$ cat src/design/lbr_consts.vh
/*
 * Constants for the break-field aware serial receiver: mode codes,
 * status bit positions, bit timing and receiver state codes.
 * Assumes inclusion by bare name from design files only.
 */
`ifndef LBR_CONSTS_VH
`define LBR_CONSTS_VH

// ****************************************************************
// Operating modes (op_mode_hi, op_mode_lo)
// ****************************************************************
`define LBR_MODE_NORMAL 2'h0
`define LBR_MODE_BRKCOM 2'h2
`define LBR_MODE_AUTO   2'h3

// ****************************************************************
// Status register bit positions
// ****************************************************************
`define LBR_ST_PE   0
`define LBR_ST_FE   1
`define LBR_ST_OVE  2
`define LBR_ST_DCE  3
`define LBR_ST_BSF  4
`define LBR_ST_IPE  5
`define LBR_ST_CSE  6
`define LBR_ST_RPE  7
`define LBR_ST_IDM  8
`define LBR_ST_EBD  9
`define LBR_ST_W    10
`define LBR_ST_RST  10'h000

// ****************************************************************
// Bit timing: 16 ticks per bit, sample in the middle
// ****************************************************************
`define LBR_OVS        5'h10
`define LBR_SAMPLE     4'h7
`define LBR_BREAK_BITS 11
`define LBR_BREAK_TICKS (`LBR_BREAK_BITS * 16)
`define LBR_DIV_RST    8'h00

// ****************************************************************
// Receiver states
// ****************************************************************
`define LBR_S_IDLE   3'h0
`define LBR_S_START  3'h1
`define LBR_S_DATA   3'h2
`define LBR_S_STOP   3'h3
`define LBR_S_WAITHI 3'h4
`define LBR_S_BREAK  3'h5

`endif

$ cat src/design/lbr_rx_status.v
/*
 * Receive side of a serial controller with break-field handling and
 * gathering of status sources into one status interrupt.
 * Assumes line inputs already synchronous to clk and a transmitter
 * that reports its bit phases with one-cycle pulses.
 */
// Function
// - Normal mode detects break only while awaiting
// - Normal-mode good break raises receive-complete
// - Awaiting clear: judge errors at stop, store
// - Normal awaiting set: no errors, no store
// - Normal awaiting clear: consistency error timing
// - Normal awaiting set: consistency error timing
// - Break-success flag never set in normal mode
// - Break mode detects break during data too
// - Low stop defers judgement until line high
// - Short low: report error, store first byte
// - Long low: set break-success, store nothing
// - Break mode awaiting set: no errors, no store
// - Break mode awaiting clear: consistency timing
// - Awaiting set: high during break timing
// - Any source raises status interrupt and flag
// - Flags clear by writing one; busy exempt
// - Parity and framing error conditions
// - Overrun when both buffer entries still unread
// - Consistency error on mismatch or step loss
// - Auto-baud ID parity, checksum, response errors
// - Extension-bit detect and ID match conditions
// - Break length counted falling to rising edge
// - Awaiting flag set by trigger, cleared by break
`timescale 1ns/1ps
`default_nettype none
`include "lbr_consts.vh"

module lbr_rx_status
(
  input  wire                 clk,
  input  wire                 sys_rst,
  input  wire [7:0]           baud_div,
  input  wire                 op_mode_hi,
  input  wire                 op_mode_lo,
  input  wire                 consistency_check_en,
  input  wire                 parity_en,
  input  wire                 parity_odd,
  input  wire                 ext_bit_en,
  input  wire                 ext_compare_en,
  input  wire                 ext_level_sel,
  input  wire [7:0]           id_compare_reg,
  input  wire                 break_receive_trigger,
  input  wire [`LBR_ST_W-1:0] status_clear_reg,
  input  wire                 auto_id_parity_err,
  input  wire                 auto_checksum_err,
  input  wire                 auto_resp_prep_err,
  input  wire                 rx_in,
  input  wire                 tx_active,
  input  wire                 tx_bit,
  input  wire                 tx_break,
  input  wire                 tx_stop_start,
  input  wire                 tx_next_start,
  input  wire                 rx_data_ready,
  output wire [7:0]           rx_data_reg,
  output wire                 rx_data_valid,
  output reg  [`LBR_ST_W-1:0] status_reg,
  output reg                  status_irq,
  output reg                  rx_complete_irq,
  output reg                  awaiting_break_flag,
  output reg                  tx_busy_flag,
  output reg                  rx_busy_flag
);

  // ****************************************************************
  // Tick divider and line edge
  // ****************************************************************
  reg  [7:0] div_cnt;
  reg        tick;
  reg        rx_q;
  wire       rx_rise = rx_in & ~rx_q;
  wire       rx_fall = ~rx_in & rx_q;
  wire       brk_mode = op_mode_hi;
  wire       auto_mode = op_mode_hi & op_mode_lo;

  // One-cycle enable every baud_div+1 clocks, sixteen per bit
  always @(posedge clk)
  begin
    if (sys_rst)
    begin
      div_cnt <= `LBR_DIV_RST;
      tick    <= 1'b0;
      rx_q    <= 1'b1;
    end
    else
    begin
      tick    <= (div_cnt == baud_div);
      div_cnt <= (div_cnt == baud_div) ? 8'h00 : div_cnt + 8'h01;
      rx_q    <= rx_in;
    end
  end

  // ****************************************************************
  // Receiver state
  // ****************************************************************
  reg  [2:0] state;
  reg  [3:0] tck;
  reg  [3:0] bitn;
  reg  [9:0] sh;
  reg  [8:0] lowcnt;
  reg        lowrun;
  wire       sample = tick & (tck == `LBR_SAMPLE);
  wire [3:0] nbits = 4'h8 + {3'h0, ext_bit_en} + {3'h0, parity_en};
  wire       long_low = (lowcnt >= `LBR_BREAK_TICKS);
  wire       par_rx = ext_bit_en ? sh[9] : sh[8];
  wire       par_bad = parity_en & ((^sh[7:0]) ^ par_rx ^ parity_odd);
  wire       buf_ready;

  reg  [2:0] next_state;
  reg        ev_store;
  reg        ev_judge;
  reg        ev_fe;
  reg        ev_bsf;
  reg        ev_brk_ok;

  // Next state and frame-end events
  always @*
  begin
    next_state = state;
    ev_store   = 1'b0;
    ev_judge   = 1'b0;
    ev_fe      = 1'b0;
    ev_bsf     = 1'b0;
    ev_brk_ok  = 1'b0;
    case (state)
      `LBR_S_IDLE:
        if (rx_fall)
          next_state = awaiting_break_flag ? `LBR_S_BREAK
                                           : `LBR_S_START;
      `LBR_S_START:
        if (sample)
          next_state = rx_in ? `LBR_S_IDLE : `LBR_S_DATA;
      `LBR_S_DATA:
        if (sample && (bitn == nbits - 4'h1))
          next_state = `LBR_S_STOP;
      `LBR_S_STOP:
        if (sample)
        begin
          if (rx_in)
          begin
            ev_judge   = 1'b1;
            next_state = `LBR_S_IDLE;
          end
          else if (brk_mode)
            next_state = `LBR_S_WAITHI;
          else
          begin
            ev_judge   = 1'b1;
            ev_fe      = 1'b1;
            next_state = `LBR_S_IDLE;
          end
        end
      `LBR_S_WAITHI:
        if (rx_in)
        begin
          next_state = `LBR_S_IDLE;
          if (long_low)
            ev_bsf = 1'b1;
          else
          begin
            ev_judge = 1'b1;
            ev_fe    = 1'b1;
          end
        end
      `LBR_S_BREAK:
        // No judging or storing while awaiting a break
        if (rx_in)
        begin
          next_state = `LBR_S_IDLE;
          ev_brk_ok  = long_low;
        end
      default:
        next_state = `LBR_S_IDLE;
    endcase
    ev_store = ev_judge & buf_ready;
  end

  // Shift in data bits and measure the low period from the falling edge
  always @(posedge clk)
  begin
    if (sys_rst)
    begin
      state  <= `LBR_S_IDLE;
      tck    <= 4'h0;
      bitn   <= 4'h0;
      sh     <= 10'h000;
      lowcnt <= 9'h000;
      lowrun <= 1'b0;
    end
    else
    begin
      state <= next_state;
      if (state == `LBR_S_IDLE)
      begin
        tck  <= 4'h0;
        bitn <= 4'h0;
      end
      else if (tick)
        tck <= tck + 4'h1;
      if (sample && state == `LBR_S_DATA)
      begin
        sh[bitn] <= rx_in;
        bitn     <= bitn + 4'h1;
      end
      if (rx_fall && state == `LBR_S_IDLE)
      begin
        lowcnt <= 9'h000;
        lowrun <= 1'b1;
      end
      else if (rx_in)
        lowrun <= 1'b0;
      else if (tick && lowrun && !long_low)
        lowcnt <= lowcnt + 9'h001;
    end
  end

  // ****************************************************************
  // Consistency check against the transmitter
  // ****************************************************************
  reg  dce_pend;
  reg  stop_seen;
  reg  run_at_stop;
  reg  hi_in_brk;
  wire rx_run = (state != `LBR_S_IDLE);
  wire dce_fire = dce_pend & (
         (tx_next_start & ~run_at_stop)
       | (~brk_mode & ~awaiting_break_flag & tx_stop_start & rx_run)
       | (~brk_mode & awaiting_break_flag & run_at_stop
          & stop_seen & rx_rise)
       | (brk_mode & ~awaiting_break_flag & run_at_stop
          & stop_seen & sample & rx_in)
       | (brk_mode & awaiting_break_flag & hi_in_brk
          & tx_next_start)
       | (brk_mode & awaiting_break_flag & ~hi_in_brk
          & run_at_stop & stop_seen & sample & rx_in));

  // Mismatch or early end is held until the mode's firing point
  always @(posedge clk)
  begin
    if (sys_rst)
    begin
      dce_pend    <= 1'b0;
      stop_seen   <= 1'b0;
      run_at_stop <= 1'b0;
      hi_in_brk   <= 1'b0;
    end
    else
    begin
      if (dce_fire)
        dce_pend <= 1'b0;
      else if (consistency_check_en & tx_active & ~stop_seen
               & ((sample & (rx_in != tx_bit))
                  | (state == `LBR_S_STOP & sample)))
        dce_pend <= 1'b1;
      if (tx_stop_start)
      begin
        stop_seen   <= 1'b1;
        run_at_stop <= rx_run;
      end
      else if (dce_fire | (~tx_active & ~dce_pend))
        stop_seen <= 1'b0;
      if (tx_break & rx_in)
        hi_in_brk <= 1'b1;
      else if (~tx_active & ~dce_pend)
        hi_in_brk <= 1'b0;
    end
  end

  // ****************************************************************
  // Status flags, interrupts and awaiting-break flag
  // ****************************************************************
  wire [`LBR_ST_W-1:0] set_vec;
  wire                 ovr = ev_judge & ~buf_ready;
  wire                 word_ok = ev_judge & ~ev_fe;

  assign set_vec[`LBR_ST_PE]  = ev_judge & par_bad;
  assign set_vec[`LBR_ST_FE]  = ev_fe;
  assign set_vec[`LBR_ST_OVE] = ovr;
  assign set_vec[`LBR_ST_DCE] = dce_fire;
  assign set_vec[`LBR_ST_BSF] = brk_mode
                                & (ev_bsf | ev_brk_ok);
  assign set_vec[`LBR_ST_IPE] = auto_mode & auto_id_parity_err;
  assign set_vec[`LBR_ST_CSE] = auto_mode & auto_checksum_err;
  assign set_vec[`LBR_ST_RPE] = auto_mode & auto_resp_prep_err;
  assign set_vec[`LBR_ST_IDM] = word_ok & ext_bit_en & ext_compare_en
                                & (sh[8] == ext_level_sel)
                                & (sh[7:0] == id_compare_reg);
  assign set_vec[`LBR_ST_EBD] = word_ok & ext_bit_en
                                & (sh[8] == ext_level_sel);

  // Set wins over a clear in the same cycle so no event is lost
  always @(posedge clk)
  begin
    if (sys_rst)
    begin
      status_reg          <= `LBR_ST_RST;
      status_irq          <= 1'b0;
      rx_complete_irq     <= 1'b0;
      awaiting_break_flag <= 1'b0;
      tx_busy_flag        <= 1'b0;
      rx_busy_flag        <= 1'b0;
    end
    else
    begin
      status_reg <= (status_reg & ~status_clear_reg) | set_vec;
      status_irq <= |set_vec;
      // Clean word, or a good break in normal mode
      rx_complete_irq <= (ev_store & ~(|set_vec))
                         | (~brk_mode & ev_brk_ok);
      if (break_receive_trigger)
        awaiting_break_flag <= 1'b1;
      else if (ev_brk_ok)
        awaiting_break_flag <= 1'b0;
      // Busy bits follow activity and ignore clear writes
      tx_busy_flag <= tx_active;
      rx_busy_flag <= next_state != `LBR_S_IDLE;
    end
  end

  // ****************************************************************
  // Receive data path
  // ****************************************************************
  // Overrun drops the new word; the older unread one is kept
  lbr_rx_buf u_buf
  (
    .clk       (clk),
    .sys_rst   (sys_rst),
    .in_data   (sh[7:0]),
    .in_valid  (ev_store),
    .in_ready  (buf_ready),
    .out_data  (rx_data_reg),
    .out_valid (rx_data_valid),
    .out_ready (rx_data_ready)
  );

endmodule // lbr_rx_status

`default_nettype wire

$ cat src/design/lbr_rx_buf.v
/*
 * Two-entry receive buffer with valid/ready on both sides.
 * Assumes one clock and a synchronous active-high reset.
 */
`timescale 1ns/1ps
`default_nettype none

module lbr_rx_buf
(
  input  wire       clk,
  input  wire       sys_rst,
  input  wire [7:0] in_data,
  input  wire       in_valid,
  output wire       in_ready,
  output reg  [7:0] out_data,
  output reg        out_valid,
  input  wire       out_ready
);

  reg  [7:0] spare;
  reg        spare_v;
  wire       pop;

  // Full only when both slots hold a word
  assign in_ready = ~spare_v;
  assign pop      = out_valid & out_ready;

  // Head feeds the port directly; spare catches a word during a stall
  always @(posedge clk)
  begin
    if (sys_rst)
    begin
      out_data  <= 8'h00;
      out_valid <= 1'b0;
      spare     <= 8'h00;
      spare_v   <= 1'b0;
    end
    else
    begin
      if (pop | ~out_valid)
      begin
        if (spare_v)
        begin
          out_data  <= spare;
          out_valid <= 1'b1;
          spare_v   <= in_valid;
          spare     <= in_data;
        end
        else
        begin
          out_data  <= in_data;
          out_valid <= in_valid;
        end
      end
      else if (in_valid & ~spare_v)
      begin
        spare   <= in_data;
        spare_v <= 1'b1;
      end
    end
  end

endmodule // lbr_rx_buf

`default_nettype wire

$ cat config.mk
export PLATFORM = sky130hd
export DESIGN_NAME = lbr_rx_status
export DESIGN_NICKNAME = d
export VERILOG_FILES = /design/src/design/lbr_rx_status.v /design/src/design/lbr_rx_buf.v
export VERILOG_INCLUDE_DIRS = /design/src /design/src/design
export SDC_FILE = /design/constraint.sdc
export NUM_CORES = 1
export LEC_CHECK = 0
export ABC_AREA = 1
export BUFFER_PORTS_ARGS = -buffer_cell sky130_fd_sc_hd__clkbuf_2
export CAP_MARGIN = 20
export CORE_UTILIZATION = 30
export CTS_CLUSTER_SIZE = 25
export DETAILED_ROUTE_END_ITERATION = 6
export PLACE_DENSITY = 0.57
export SLEW_MARGIN = 5
export SYNTH_ARGS = -nofsm -noshare
export SYNTH_HDL_FRONTEND = slang
export SYNTH_SLANG_ARGS = --single-unit
$ cat constraint.sdc
create_clock -name clk -period 4.2 [get_ports clk]
set_clock_uncertainty 0.1 [all_clocks]
set_input_delay 0.42 -clock clk [delete_from_list [all_inputs] [get_ports clk]]
set_output_delay 0.42 -clock clk [all_outputs]
set_load 0.01 [all_outputs]
**Word level (Yosys, flattened, before mapping)**

Cells that the tools add are included.

- Bitwise logic cells: 79
- Reductions and logical operators: 25
- Multipliers: 0
- Shift operators: 0
- Equal/unequal tests: 12
- Div/mod/pow operators: 0
- $add $sub $neg: 7
- Mux-type cells: 46
- Order comparisons: 3

Operators with widths:

| kind | number |
|---|---|
| AND 1 bit | 51 |
| two-way mux 8 bit | 4 |
| two-way mux 1 bit | 26 |
| two-way mux 3 bit | 8 |
| == test 8 bit | 2 |
| one-hot mux 3 bit (5 select lines) | 1 |
| inverter 1 bit | 13 |
| nonzero test 2 bit | 6 |
| AND 10 bit | 1 |
| bitwise mux 10 bit | 1 |
| inverter 10 bit | 1 |
| bitwise OR 1 bit | 10 |
| bitwise OR 10 bit | 1 |
| OR reduction 10 bit | 1 |
| OR reduction 2 bit | 5 |
| adder 9 x 1 -> 9 bit (second input constant) | 1 |
| >= comparator 9 x 8 -> 1 bit (second input constant) | 1 |
| adder 4 x 1 -> 4 bit (second input constant) | 2 |
| adder 8 x 1 -> 8 bit (second input constant) | 1 |
| two-way mux 4 bit | 2 |
| XOR reduction 8 bit | 1 |
| == test 3 x 2 -> 1 bit (second input constant) | 2 |
| == test 3 bit (second input constant) | 2 |
| logical AND 1 bit | 6 |
| other kinds (19) | 23 |

- Memory bits (read-only): 0
- Memories kept: 0
- Word-level logic and storage cells: 195
- Bits in latches: 0
- Bits in registers: 78
- Memory bits (writable): 0

**Depth between registers and ports, before layout**

Gate-level depths: netlist of run 1.

- Depth after elaboration: 14
- Gate-level depth with buffers: 13
- Gate-level depth less buffers: 13

**By module**

A second synthesis of run 1 with hierarchy kept.

- Cells, all modules: 550
- Area total of the unflattened synthesis: 4045.1 um^2

Modules (own cells, without submodules):

| module | area an instance (um^2) | cells each | sequential area each (um^2) | times used |
|---|---|---|---|---|
| lbr_rx_status | 3236.9 | 440 | 1201.2 | 1 |
| lbr_rx_buf | 808.3 | 110 | 360.3 | 1 |

**Worst setup path before layout of run 1**

No wires, ideal clock.

- Path kind: reg-to-reg
- Start: reg tck[0]
- End: reg u_buf.spare[7]
- Data required time: 3.985 ns
- Slack: 2.553 ns
- Buffers on the path: 1
- Setup time: 0.115 ns
- Stages on the path, launching flop included: 12
- Arrival time: 1.432 ns
- Cell sequence: dfxtp_1 ha_1 nand3_2 nor2_4 nand3_2 nand2_4 nand2_4 nand2_2 o21ai_2 buf_6 o21ai_2 a21oi_2

- Word-level cells in the longest chain between the ends: 8

Ends and longest elaborated chain:

| element | RTL line | source |
|---|---|---|
| from (decl) | lbr_rx_status.v:103 | `reg [3:0] tck;` |
| from (signal assigned) | lbr_rx_status.v:205 | `tck <= tck + 4'h1;` |
| == test 4 x 3 -> 1 bit (no source line) | - |  |
| AND 1 bit | lbr_rx_status.v:108 | `` wire sample = tick & (tck == `LBR_SAMPLE); `` |
| two-way mux 1 bit | lbr_rx_status.v:143 | `if (sample)` |
| one-hot mux 1 bit (2 select lines) | lbr_rx_status.v:131 | `case (state)` |
| AND 1 bit | lbr_rx_status.v:181 | `ev_store = ev_judge & buf_ready;` |
| AND 1 bit | lbr_rx_buf.v:55 | `else if (in_valid & ~spare_v)` |
| nonzero test 2 bit (no source line) | - |  |
| AND reduction 2 bit (no source line) | - |  |
| to (signal assigned) | lbr_rx_buf.v:47 | `spare <= in_data;` |
| to (signal assigned) | lbr_rx_buf.v:57 | `spare <= in_data;` |
| to (decl) | lbr_rx_buf.v:20 | `reg [7:0] spare;` |

Every way passes these cells.
A chain may end at the register's enable or synchronous reset.

**Final worst setup path of run 1**

- Start: reg tck[0]
- End: reg u_buf.spare[3]

Same word-level chain as after synthesis.

==> PnR_summary.wiki, run 1 <==
{| class="wikitable"
! Metric !! Value
|-
| First drt pass iteration count || 4
|-
| Most used cells in the layout excluding fill and tap cells || sky130_fd_sc_hd__nand2_1, sky130_fd_sc_hd__inv_1, sky130_fd_sc_hd__dfxtp_1
|-
| Clock buffer count from CTS || 9
|-
| Hold slack final || 0.2014 ns
|-
| Wire length of the first global-routing pass || 15.75 mm
|-
| Worst slack after detailed placement || 2.131 ns
|-
| X dimension of the die || 116.2 um
|-
| Count of clock tree sinks || 78
|-
| Post-synthesis cell area || 3913 sq um
|-
| Die Y || 116.2 um
|-
| Post-CTS setup-driven buffer insertion count || 0
|-
| Largest net degree at the start of global routing || 28
|-
| Least setup slack across all paths after layout || 2.256 ns
|-
| Final core area utilization || 37.49%
|-
| Required time at the worst-slack endpoint || 4.29 ns
|-
| Final period demand of the worst path || 1.944 ns
|-
| Register area share after synthesis || 39.91%
|-
| Via count of the first global-routing pass || 3406
|-
| Clock share of power || 50.6%
|-
| Count of unique library cells instantiated by Yosys || 45
|-
| Power dissipated by switching net loads || 0.3843 mW
|-
| Clock Tree Buf Depth || 2
|-
| Most frequent standard cell in the layout excluding fill and tap cells || sky130_fd_sc_hd__nand2_1
|-
| Post-Syn Nets || 591
|-
| Maximum net fanout on the critical path || 16
|-
| Number of synthesized flops with an enable pin || 0
|-
| Initial antenna violation count || 0
|-
| Filler cell count || 1365
|-
| Number of register bits inferred by synthesis || 78
|-
| Proportion of layout cells with a drive suffix above 1 || 18.72%
|-
| Max-cap violation count || 0
|-
| Relative contribution of combinational cells to total power || 6.6%
|-
| Remaining Overflow, GRT || 0
|-
| Number of design rule violations left after detail routing || 0
|-
| Routed wire length || 9.515 mm
|-
| Number of nets still failing antenna checks after routing || 0
|-
| Average footprint of a synthesized cell || 7.313 sq um
|-
| Peak supply drop || 0.2376 mV
|-
| Cell row count || 41
|-
| Starting density of the core || 30.88%
|-
| Part of the cycle the worst path needs || 46.30%
|-
| Detailed-placement wirelength estimate || 7.319 mm
|-
| Pins over their slew limit || 0
|-
| Launching element type of the critical path || register
|-
| Skew-Pair Late Insertion Delay || 0.33 ns
|-
| Pin slew with the least headroom to its limit || 0.7415 ns
|-
| Maximum achievable frequency || 514.3 MHz
|-
| Power, Total || 1.783 mW
|-
| Design internal power || 1.399 mW
|-
| Final-stage net count || 660
|-
| Number of design-rule violations left by the first detailed-router iteration || 155
|-
| Total inserted antenna cells || 0
|-
| Worst relative slew slack || 49.29%
|-
| Post-synth ARST share || 0%
|-
| Detailed-route via count || 3632
|-
| Area of the die || 13500 sq um
|-
| Prevailing post-synth register cell || sky130_fd_sc_hd__dfxtp_1
|-
| IO buf count || 70
|-
| Number of ports placed on the die boundary || 71
|-
| Data arrival time at the worst-slack endpoint || 2.03 ns
|-
| Result of the run || completed
|-
| Number of H-tree levels || 3
|-
| Clock tree from TritonCTS || built
|-
| Crit path capture type || register
|-
| Average wire per standard cell || 12.18 um
|-
| Switching Share || 21.55%
|-
| Post-Synthesis Cells || 535
|-
| Total power density per cell area || 375.3 nW/um^2
|-
| Leakage power || 2.054 nW
|-
| Unrepaired setup endpoints after global routing || false
|-
| Sum Neg Setup Slack || 0 ns
|-
| Area added between synthesis and finish || 21.43%
|-
| Hold-fix buffers at CTS || 0
|-
| Sequential share of power || 42.8%
|-
| Detail-routed via count per cell || 4.650
|-
| Clock slew at the register clock pins of the worst setup and hold paths || 0.06 ns
|-
| Crit Path Category || reg2reg
|-
| GRT Total Usage || 14.99%
|-
| Resized cells post-CTS || 0
|-
| Clock root buffer || sky130_fd_sc_hd__clkbuf_16
|-
| Hold WC Path Type || in2reg
|-
| Endpoints failing setup || 0
|-
| Core area || 12670 sq um
|-
| Count of synthesis-stage warnings from yosys || 0
|-
| Final Hold Viols || 0
|-
| Placer Congestion || 0.8515
|}
==> synthesized netlist by cell type, types with 5 or more instances <==
cell type	count	area [sq um]
sky130_fd_sc_hd__o21ai_0	42	210.2
sky130_fd_sc_hd__nand2_1	93	349.1
sky130_fd_sc_hd__inv_2	5	18.77
sky130_fd_sc_hd__clkbuf_1	7	26.28
sky130_fd_sc_hd__inv_1	80	300.3
sky130_fd_sc_hd__nor2_1	49	183.9
sky130_fd_sc_hd__dfxtp_1	78	1562
sky130_fd_sc_hd__ha_1	9	112.6
sky130_fd_sc_hd__xnor2_1	12	105.1
sky130_fd_sc_hd__a21oi_1	50	250.2
sky130_fd_sc_hd__nand4_1	5	31.28
sky130_fd_sc_hd__nand3_1	36	180.2
sky130_fd_sc_hd__xor2_1	13	113.9
==> per-layer routing <==
| layer | part of all wire, % | wire length [um] | global-route usage [%] | vias up |
|---|---|---|---|---|
| li1 | - | - | - | 1867 |
| met1 | 46 | 4385 | 17.91 | 1663 |
| met4 | 1.2 | 116 | 4.786 | 0 |
| met3 | 5.0 | 480 | 3.944 | 11 |
| met5 | 0 | 0 | 0 | - |
| met2 | 48 | 4532 | 26.15 | 91 |
==> final cells by class <==
class | instances | area, sq um | share of cell area (%)
clock buffers | 11 | 242.7 | 5.109
multi-input cells | 357 | 1936 | 40.74
flip-flops and latches | 78 | 1562 | 32.87
clock inverters | 5 | 106.4 | 2.239
inverters | 87 | 331.6 | 6.979
well taps | 172 | 215.2 | 4.530
repair buffers | 71 | 357.8 | 7.532
==> worst paths after layout <==
| path | start | endpoint | slack (ns) | cells past startpoint |
|---|---|---|---|---|
| hold reg to reg | u_buf.spare[5]$_SDFFE_PP0P_ | u_buf.spare[5]$_SDFFE_PP0P_ | 0.35 | 2 |
| setup / recovery | tck[0]$_SDFFE_PP0P_ | u_buf.spare[3]$_SDFFE_PP0P_ | 2.26 | 10 |
| hold / removal | break_receive_trigger | awaiting_break_flag$_SDFFE_PP0P_ | 0.20 | 3 |
| setup reg to reg | tck[0]$_SDFFE_PP0P_ | u_buf.spare[3]$_SDFFE_PP0P_ | 2.26 | 10 |
==> stage by stage <==
step	std cells	instance area [sq um]
2_1_floorplan	535	3913
3_3_place_gp	765	4402
3_5_place_dp	765	4402
4_1_cts	781	4751
5_1_grt	781	4751
6_report	781	4751
==> power by group through the flow <==
stage	sequential, mW	combinational [mW]	clock, mW
final	0.764	0.117	0.902
after floorplan	0.780	0.0682	0
after global placement	0.780	0.114	0
after CTS	0.764	0.118	0.920
after detailed placement	0.780	0.117	0
after global routing	0.765	0.132	0.955
==> logic make-up (layout without fill, tap and decap cells) <==
group / after synthesis / after routing / synth area share (%)
adder cells (fa/ha/maj): 9 / 9 / 2.878
XOR/XNOR: 25 / 25 / 5.596
AND/OR/NAND/NOR: 207 / 207 / 24.34
flip-flops: 78 / 78 / 39.91
AO/OA/AOI/OAI: 116 / 116 / 16.66
buffers and inverters: 100 / 174 / 10.62
==> critical path, cell delays in order (launching register included) <==
cell,delay [ns]
sky130_fd_sc_hd__dfxtp_1,0.37
sky130_fd_sc_hd__ha_1,0.22
sky130_fd_sc_hd__nand3_2,0.11
sky130_fd_sc_hd__nor2_4,0.19
sky130_fd_sc_hd__nand3_2,0.11
sky130_fd_sc_hd__nand2_4,0.11
sky130_fd_sc_hd__nand2_4,0.05
sky130_fd_sc_hd__nand2_2,0.06
sky130_fd_sc_hd__o21ai_2,0.17
sky130_fd_sc_hd__o21ai_0,0.24
sky130_fd_sc_hd__a21oi_1,0.07
No activity file was read; power rests on OpenSTA's default activity.
==> run 2: changes to the inputs <==
- clock period: 4.2 -> 1.9 ns (I/O delays scaled with it)
==> run 2 against run 1 <==
Sequential cell count is the same; highest routed layer unchanged; maximum frequency increased by 8.0%; power rose by 110%; routed wire length down 1.0%; global-route usage hardly changed; setup slack worse by 2.2 ns; critical endpoint is now u_buf.spare[1]$_SDFFE_PP0P_; sequential share of layout area shrank 0.83 points; register-to-register slack got worse by 2.2 ns; largest cell class unchanged; die area stayed put; cell count grew 1.9%.
==> PnR_summary.wiki, run 2 (same netlist as run 1, synthesis figures left out) <==
{| class="wikitable"
! Metric !! Value
|-
| Starting density of the core || 30.88%
|-
| Average wire per standard cell || 11.83 um
|-
| Clock Tree Buf Depth || 2
|-
| Number of design-rule violations left by the first detailed-router iteration || 198
|-
| Total power density per cell area || 765.7 nW/um^2
|-
| Unrepaired setup endpoints after global routing || false
|-
| Min-delay src || status_clear_reg[3]
|-
| IO buf count || 70
|-
| Initial antenna violation count || 0
|-
| Clock tree from TritonCTS || built
|-
| Sum Neg Setup Slack || 0 ns
|-
| Result of the run || completed
|-
| Data arrival time at the worst-slack endpoint || 1.92 ns
|-
| Filler cell count || 1342
|-
| Part of the cycle the worst path needs || 94.77%
|-
| Pin slew with the least headroom to its limit || 0.4343 ns
|-
| Largest net degree at the start of global routing || 37
|-
| Clock slew at the register clock pins of the worst setup and hold paths || 0.06 ns
|-
| Wire length of the first global-routing pass || 15.52 mm
|-
| Area of the die || 13500 sq um
|-
| Cell row count || 41
|-
| Detail-routed via count per cell || 4.560
|-
| Detailed-route via count || 3630
|-
| Final-stage net count || 675
|-
| Timing startpoint of the critical path || tck[1]$_SDFFE_PP0P_
|-
| Number of H-tree levels || 3
|-
| Worst relative slew slack || 70.94%
|-
| Proportion of layout cells with a drive suffix above 1 || 20.67%
|-
| Required time at the worst-slack endpoint || 2.02 ns
|-
| Endpoints failing setup || 0
|-
| Hold WC Path Type || in2reg
|-
| Power, Total || 3.735 mW
|-
| Crit path capture type || register
|-
| Final Hold Viols || 0
|-
| Count of clock tree sinks || 78
|-
| Clock buffer count from CTS || 9
|-
| Leakage power || 2.108 nW
|-
| Via count of the first global-routing pass || 3325
|-
| Capture point of the worst path || u_buf.spare[1]$_SDFFE_PP0P_
|-
| GRT Total Usage || 14.96%
|-
| Final core area utilization || 38.49%
|-
| Total inserted antenna cells || 0
|-
| Most used cells in the layout excluding fill and tap cells || sky130_fd_sc_hd__nand2_1, sky130_fd_sc_hd__inv_1, sky130_fd_sc_hd__dfxtp_1
|-
| Number of design rule violations left after detail routing || 0
|-
| First drt pass iteration count || 4
|-
| Routed wire length || 9.416 mm
|-
| Max-cap violation count || 0
|-
| Maximum achievable frequency || 555.4 MHz
|-
| Detailed-placement wirelength estimate || 7.220 mm
|-
| Crit Path Category || reg2reg
|-
| Reg-to-reg endpoint || u_buf.spare[1]$_SDFFE_PP0P_
|-
| Worst R2R Start || tck[1]$_SDFFE_PP0P_
|-
| Clock root buffer || sky130_fd_sc_hd__clkbuf_16
|-
| Worst r2r path cells || 10
|-
| Maximum net fanout on the critical path || 16
|-
| Remaining Overflow, GRT || 0
|-
| Most frequent standard cell in the layout excluding fill and tap cells || sky130_fd_sc_hd__nand2_1
|-
| Peak supply drop || 0.4602 mV
|-
| X dimension of the die || 116.2 um
|-
| Hold slack final || 0.01257 ns
|-
| Area added between synthesis and finish || 24.66%
|-
| Pins over their slew limit || 0
|-
| Number of ports placed on the die boundary || 71
|-
| Core area || 12670 sq um
|-
| Launching element type of the critical path || register
|-
| Flop-to-flop setup slack || 0.1 ns
|-
| Final period demand of the worst path || 1.801 ns
|-
| Die Y || 116.2 um
|-
| Skew-Pair Late Insertion Delay || 0.34 ns
|-
| Placer Congestion || 0.8739
|-
| Number of nets still failing antenna checks after routing || 0
|}
run 2: area by class of cell:
type	instances	area, sq um	area share [%]
repair buffers	86	490.5	10.06
clock inverters	6	70.07	1.437
clock buffers	10	239.0	4.900
flip-flops and latches	78	1563	32.04
well taps	172	215.2	4.413
inverters	87	334.1	6.850
multi-input cells	357	1966	40.30
run 2: through the flow:
stage / worst slack [ns] / area (sq um) / std cells
after floorplan: 0.2527 / 3913 / 535
after global placement: 0.09125 / 4439 / 770
after detailed placement: 0.02854 / 4439 / 770
after CTS: 0.01330 / 4828 / 794
after global routing: 0.006868 / 4877 / 796
final: 0.09939 / 4877 / 796
run 2: critical path, stage by stage, from the launching register on:
cell                      delay, ns
sky130_fd_sc_hd__dfxtp_1       0.36
sky130_fd_sc_hd__ha_2          0.21
sky130_fd_sc_hd__nand3_2       0.10
sky130_fd_sc_hd__nor2_4        0.20
sky130_fd_sc_hd__nand3_2       0.11
sky130_fd_sc_hd__nand2_4       0.11
sky130_fd_sc_hd__nand2_4       0.05
sky130_fd_sc_hd__nand2_2       0.07
sky130_fd_sc_hd__o21ai_4       0.13
sky130_fd_sc_hd__o21ai_0       0.19
sky130_fd_sc_hd__a21oi_1       0.05
run 2: repair_timing:
item / 4_1_cts / 5_1_grt
endpoints found under the setup margin: 0 / 22
hold endpoints to repair: 8 / 0
hold buffers: 8 / 0
resized for setup: 0 / 16
buffers inserted: 0 / 2
run 2: report_power, final:
| group | switching (mW) | internal [mW] | leakage (nW) |
|---|---|---|---|
| Sequential | 0.0229 | 1.66 | 0.632 |
| Clock | 0.702 | 1.06 | 0.153 |
| Combinational | 0.159 | 0.125 | 1.32 |
| Total | 0.884 | 2.85 | 2.11 |
run 2: worst min path at each step:
| stage | to | slack [ns] | cells after the start |
|---|---|---|---|
| 6_report | status_reg[3]$_SDFF_PP0_ | 0.01 | 4 |
| 5_1_grt | status_reg[3]$_SDFF_PP0_ | 0.04 | 4 |
| 4_1_cts | status_reg[3]$_SDFF_PP0_ | 0.003 | 4 |
| 3_5_place_dp | awaiting_break_flag$_SDFFE_PP0P_ | 0.30 | 3 |
| 3_3_place_gp | awaiting_break_flag$_SDFFE_PP0P_ | 0.30 | 3 |
| 2_1_floorplan | awaiting_break_flag$_SDFFE_PP0P_ | 0.21 | 2 |
run 2: routing by layer:
metal  GRT usage, %  routed length, um  vias to the layer above
met1          18.58               4423                     1638
li1               -                  -                     1902
met2          25.00               4399                       79
met3          4.255                470                       11
met4          4.701                123                        0
met5              0                  0                        -
